<file path="src/hcp_pkg.sv">
package hcp_pkg;

    localparam int ADDR_W     = 4;
    localparam int DATA_W     = 16;
    localparam int REG_DEPTH  = 16;
    localparam int SYNC_DEPTH = 2;
    localparam int COMMIT_MAX = 2;

    localparam logic [DATA_W-1:0] DATA_RST = 16'h0000;
    localparam logic [ADDR_W-1:0] ADDR_RST = 4'h0;

    typedef struct packed {
        logic              cs_b;
        logic              oe_b;
        logic              rw;
        logic [ADDR_W-1:0] addr;
        logic [DATA_W-1:0] data;
    } host_pins_t;

    typedef struct packed {
        logic [ADDR_W-1:0] addr;
        logic [DATA_W-1:0] data;
    } wr_word_t;

    localparam host_pins_t PINS_IDLE = '{cs_b: 1'b1, oe_b: 1'b1, rw: 1'b1,
                                         addr: ADDR_RST, data: DATA_RST};
    localparam wr_word_t   WORD_RST  = '{addr: ADDR_RST, data: DATA_RST};

endpackage : hcp_pkg

</file>
<file path="src/hcp_reg_mem.sv">
`timescale 1ns/100ps

module hcp_reg_mem
    import hcp_pkg::*;
(
    input  wire logic              i_mclk,
    input  wire logic              i_we,
    input  wire logic [ADDR_W-1:0] i_waddr,
    input  wire logic [DATA_W-1:0] i_wdata,
    input  wire logic [ADDR_W-1:0] i_raddr,
    output logic      [DATA_W-1:0] o_rdata
);

    // Contents have no reset; software is expected to write before reading.
    logic [DATA_W-1:0] mem [REG_DEPTH];

    always_ff @(posedge i_mclk) begin
        if (i_we) begin
            mem[i_waddr] <= i_wdata;
        end
    end

    always_ff @(posedge i_mclk) begin
        o_rdata <= mem[i_raddr];
    end

endmodule : hcp_reg_mem

</file>
<file path="src/host_cpu_port.sv">
`timescale 1ns/100ps

// Contract
// - One decoder serves combined-line and separate-strobe hosts, no style pin.
// - Read drives addressed register when select, output enable low, direction high.
// - Write captures bus into pre-load on first rise of direction or select.
// - Pre-load moves into addressed register within 2 system clocks.
// - Read data stays driven until select or output enable rises.
module host_cpu_port
    import hcp_pkg::*;
(
    input  wire logic              i_mclk,
    input  wire logic              i_rst_b,
    input  wire logic              i_cs_b,
    input  wire logic              i_oe_b,
    input  wire logic              i_rw,
    input  wire logic [ADDR_W-1:0] i_addr,
    input  wire logic [DATA_W-1:0] i_data,
    output logic      [DATA_W-1:0] o_data,
    output logic                   o_data_oe,
    output logic                   o_wr_pulse,
    output logic      [ADDR_W-1:0] o_wr_addr,
    output logic      [DATA_W-1:0] o_wr_data
);

    host_pins_t        pins_in;
    host_pins_t        sync1_r;
    host_pins_t        sync2_r;
    logic              rd_act;
    logic              wr_act;
    logic              rd_d1_r;
    logic              wr_d1_r;
    logic              wr_end;
    wr_word_t          hold_r;
    wr_word_t          preload_r;
    logic              wr_go_r;
    logic [DATA_W-1:0] rdata;

    assign pins_in = '{cs_b: i_cs_b, oe_b: i_oe_b, rw: i_rw, addr: i_addr, data: i_data};

    // The host pins are asynchronous to the system clock, so every pin is
    // resynchronised; the first stage feeds nothing but the second.
    always_ff @(posedge i_mclk or negedge i_rst_b) begin
        if (!i_rst_b) begin
            sync1_r <= PINS_IDLE;
            sync2_r <= PINS_IDLE;
        end else begin
            sync1_r <= pins_in;
            sync2_r <= sync1_r;
        end
    end

    // Combined-line hosts hold output enable low, so the same terms decode both styles.
    assign rd_act = !sync2_r.cs_b && !sync2_r.oe_b && sync2_r.rw;
    assign wr_act = !sync2_r.cs_b && !sync2_r.rw;
    assign wr_end = wr_d1_r && !wr_act;

    always_ff @(posedge i_mclk or negedge i_rst_b) begin
        if (!i_rst_b) begin
            rd_d1_r <= 1'b0;
            wr_d1_r <= 1'b0;
        end else begin
            rd_d1_r <= rd_act;
            wr_d1_r <= wr_act;
        end
    end

    // Track the bus while the write is open so the value seen just before the
    // closing edge is kept, even though the host may drop data right after it.
    always_ff @(posedge i_mclk or negedge i_rst_b) begin
        if (!i_rst_b) begin
            hold_r <= WORD_RST;
        end else if (wr_act) begin
            hold_r <= '{addr: sync2_r.addr, data: sync2_r.data};
        end
    end

    always_ff @(posedge i_mclk or negedge i_rst_b) begin
        if (!i_rst_b) begin
            preload_r <= WORD_RST;
            wr_go_r   <= 1'b0;
        end else begin
            wr_go_r <= wr_end;
            if (wr_end) begin
                preload_r <= hold_r;
            end
        end
    end

    hcp_reg_mem u_reg_mem (
        .i_mclk  (i_mclk),
        .i_we    (wr_go_r),
        .i_waddr (preload_r.addr),
        .i_wdata (preload_r.data),
        .i_raddr (sync2_r.addr),
        .o_rdata (rdata)
    );

    // The bus is only enabled once the registered read data has caught up
    // with the address, and is dropped as soon as the read decode falls.
    always_ff @(posedge i_mclk or negedge i_rst_b) begin
        if (!i_rst_b) begin
            o_data    <= DATA_RST;
            o_data_oe <= 1'b0;
        end else begin
            o_data    <= rdata;
            o_data_oe <= rd_act && rd_d1_r;
        end
    end

    always_ff @(posedge i_mclk or negedge i_rst_b) begin
        if (!i_rst_b) begin
            o_wr_pulse <= 1'b0;
            o_wr_addr  <= ADDR_RST;
            o_wr_data  <= DATA_RST;
        end else begin
            o_wr_pulse <= wr_go_r;
            if (wr_go_r) begin
                o_wr_addr <= preload_r.addr;
                o_wr_data <= preload_r.data;
            end
        end
    end
endmodule : host_cpu_port

</file>
<file path="config.mk">
export PLATFORM = sky130hd
export DESIGN_NAME = host_cpu_port
export DESIGN_NICKNAME = d
export VERILOG_FILES = /design/src/hcp_pkg.sv /design/src/hcp_reg_mem.sv /design/src/host_cpu_port.sv
export SDC_FILE = /design/constraint.sdc
export NUM_CORES = 1
export LEC_CHECK = 0
export ABC_AREA = 1
export BUFFER_PORTS_ARGS = -buffer_cell sky130_fd_sc_hd__buf_2
export CAP_MARGIN = 40
export CORE_MARGIN = 1
export CORE_UTILIZATION = 65
export CTS_BUF_LIST = sky130_fd_sc_hd__clkbuf_2 sky130_fd_sc_hd__clkbuf_4 sky130_fd_sc_hd__clkbuf_8
export DETAILED_ROUTE_END_ITERATION = 8
export GPL_TIMING_DRIVEN = 0
export PLACE_DENSITY = 0.89
export SETUP_SLACK_MARGIN = 0.3
export SYNTH_ARGS = -nofsm -noshare
export SYNTH_HDL_FRONTEND = slang
export SYNTH_SLANG_ARGS = --single-unit
</file>
<file path="constraint.sdc">
create_clock -name i_mclk -period 4.15 [get_ports i_mclk]
set_input_delay 0.6225 -clock i_mclk [delete_from_list [all_inputs] [get_ports i_mclk]]
set_output_delay 0.6225 -clock i_mclk [all_outputs]
set_load 0.01 [all_outputs]
</file>
==> impl_metrics.yaml <==
die:
  die_height_um: 155
  num_rows: 55
  start_util_pct: 66.8
  fp.dieW_um: 155
  core_area_um2: 22800
  boundaryPins: 63
  die_area_um2: 24100
power_and_ir_drop:
  combPwrFrac_pct: 7.3
  p_sw_share_pct: 25.4
  power_switching_mw: 2.21
  ir_worst_vdd_uv: 457
  power.total_mw: 8.70
  powerDensity_nw_per_um2: 499
  p_int_mw: 6.49
  p_seq_share_pct: 55.7
  power_leakage_nw: 7.87
  clkPwrFrac_pct: 37.0
sta:
  min_period_over_period_pct: 54.6
  hold_viol: 0
  drv_slew: 0
  grt_setup_unrepaired: "no"
  setup_viol_count_final: 0
  finalCriticalPeriod_ns: 2.27
  finalClockSkew_ns: 0.0302
  timing.fmax_mhz: 441
  worst_slack_ns: 1.88
  tightest_slew_ns: 0.913
  slew_headroom_pct: 38.9
  finalSetupTns_ns: 0
synth:
  synthFlopType: "edfxtp_1"
  yosysUniqueCellTypes: 21
  async_reset_ff_share_pct: 31.8
  syn_nets: 1368
  synth_top_area_cell: "edfxtp_1"
  syn_area_um2: 15300
  synth_area_leaders: "edfxtp_1, dfrtp_1, nand2_1, nand3_1, inv_1"
  yosys.area.top_type_share_pct: 50.4
  yosys_warnings: 0
  syn_avg_cell_area_um2: 11.4
  ys_ff_latch: 399
  ys_seq_area_share_pct: 73.3
  synth_common_cells: "nand2_1, edfxtp_1, inv_1"
  yosysMostFrequentCell: "nand2_1"
  synth_cells: 1343
  synth_edf_count: 256
global_route:
  grt_pass1_wl_um: 58800
  track_usage_pct: 33.2
  antenna_found_initial: 0
  grt_overflow: 0
  grt_max_degree: 66
  grt_pass1_vias: 10900
clock_tree:
  htree_levels: 2
  clk_pin_slew_ns: 0.06
  cts_buffer_depth: 3
  insertion_delay_ns: 0.61
  cts_tree: "done"
  cts_sinks: 399
  numCtsBuffers: 59
  cts-resized-gates: 0
  cts_root_buf: "clkbuf_8"
cells_and_area:
  layout-drive-gt1-share_pct: 16.6
  post-route-util_pct: 76.3
  area_delta_synth_final_pct: 14.2
  fin_nets: 1510
min_path:
  min_path_cells: 1
  hp-class: "input port to register"
critical_path:
  path_cells: "buf_2 > nand2_1 > or2_2 > nor2_1 > buf_6"
  slowest_delay_ns: 0.71
  startpoint_type: "register"
  cp_max_fo: 9
  cp.required_ns: 4.46
  cp_slowest_cell: "nor2_1"
  worst-setup-path-type: "register to register"
  end_kind: "register"
  cp_data_arrival_time_ns: 2.57
  rr_worst_depth: 5
placement:
  dp_slack_ns: 1.91
  gp_congestion: 0.914
  port_buffers: 62
  dp_hpwl_um: 23500
detailed_routing:
  drcViolationCount: 0
  avgRoutedWirePerCell_um: 21.0
  drtAntennaViolNets: 0
  routed-via-count: 10900
  routed_via_density: 5.89
  drtPass1Iterations: 6
  drt-initial-drc-count: 1644
  postRouteWirelength_um: 38800
status:
  outcome: "finished clean"
flow_run:
  maxCapViolCount: 0
[power by group through the flow]
stage	sequential [mW]	combinational (mW)	clock [mW]
4_1_cts	4.83	0.625	3.22
3_5_place_dp	4.90	0.603	0
2_1_floorplan	4.80	0.313	0
5_1_grt	4.86	0.687	3.38
3_3_place_gp	4.88	0.552	0
6_report	4.85	0.636	3.22
[worst max-delay path, delay by kind of cell (launching register included)]
family | cells | cell delay (ns)
AND/OR/NAND/NOR | 3 | 1.15
flip-flops | 1 | 0.35
buffers and inverters | 2 | 0.46
[layout by cell type (no fill, tap or decap), types with 8 or more instances in the layout]
cell type	count
buf_2	84
buf_4	17
buf_6	11
clkbuf_1	16
clkbuf_4	20
clkbuf_8	66
clkinv_1	9
clkinv_2	11
dfrtp_1	121
dfxtp_1	16
edfxtp_1	256
inv_1	219
mux2_2	16
nand2_1	383
nand3_1	193
nor2_1	12
nor2_2	8
o21ai_0	42
[per-layer routing]
layer | global-route usage, % | wire length, um | part of all wire [%]
met1 | 41.7 | 13000 | 34
met3 | 6.60 | 5000 | 13
met2 | 54.0 | 18400 | 48
met5 | 0 | 0 | 0
met4 | 20.1 | 2340 | 6.0
[cells by family (layout without fill, tap and decap cells)]
logic type	after synthesis	in the layout	share of synthesized area (%)
buf+inv	283	474	7.61
flops	399	399	73.3
mux	16	16	1.18
simple gates	600	600	16.4
compound gates	45	45	1.48
other cells	0	1	0
[per-stage QoR]
step           hold WS (ns)  instances  area [um^2]
2_1_floorplan         0.316       1343        15300
3_3_place_gp          0.317       1718        16000
3_5_place_dp          0.320       1735        16200
4_1_cts              0.0958       1846        17400
5_1_grt              0.0963       1847        17400
6_report              0.117       1848        17400
[layout make-up]
type | count | area [um^2]
Timing Repair Buffer | 81 | 553
Fill cell | 1292 | 5410
Inverter | 221 | 830
Tap cell | 313 | 392
Antenna cell | 1 | 2.50
Clock inverter | 24 | 148
Multi-Input combinational cell | 661 | 2930
Buffer | 62 | 333
Clock buffer | 86 | 1060
Sequential cell | 399 | 11200
[timing repair]
item                                    in CTS  in global routing
setup buffers                                0                  0
hold buffers                                 1                  0
endpoints found under the setup margin       0                  0
hold endpoints to repair                     2                  0
[final timing paths]
check,slack [ns],from,to
hold reg to reg,0.33,u_reg_mem.o_rdata[3],o_data[3]
setup / recovery,1.88,wr_go_r,u_reg_mem.mem[6][7]
max in group asynchronous,2.86,i_rst_b,o_data[0]
hold / removal,0.12,i_cs_b,sync1_r[22]
min in group asynchronous,0.57,i_rst_b,sync1_r[8]
setup reg to reg,1.88,wr_go_r,u_reg_mem.mem[6][7]
[sequential cells by signal, summed over array words and instances, names as in the netlist, 4 cells and up]
| signal | count |
|---|---|
| hold_r | 20 |
| o_data | 16 |
| o_wr_addr | 4 |
| o_wr_data | 16 |
| preload_r | 20 |
| sync1_r | 23 |
| sync2_r | 23 |
| u_reg_mem.mem | 256 |
| u_reg_mem.o_rdata | 16 |
(Power assumes the default switching activity.)
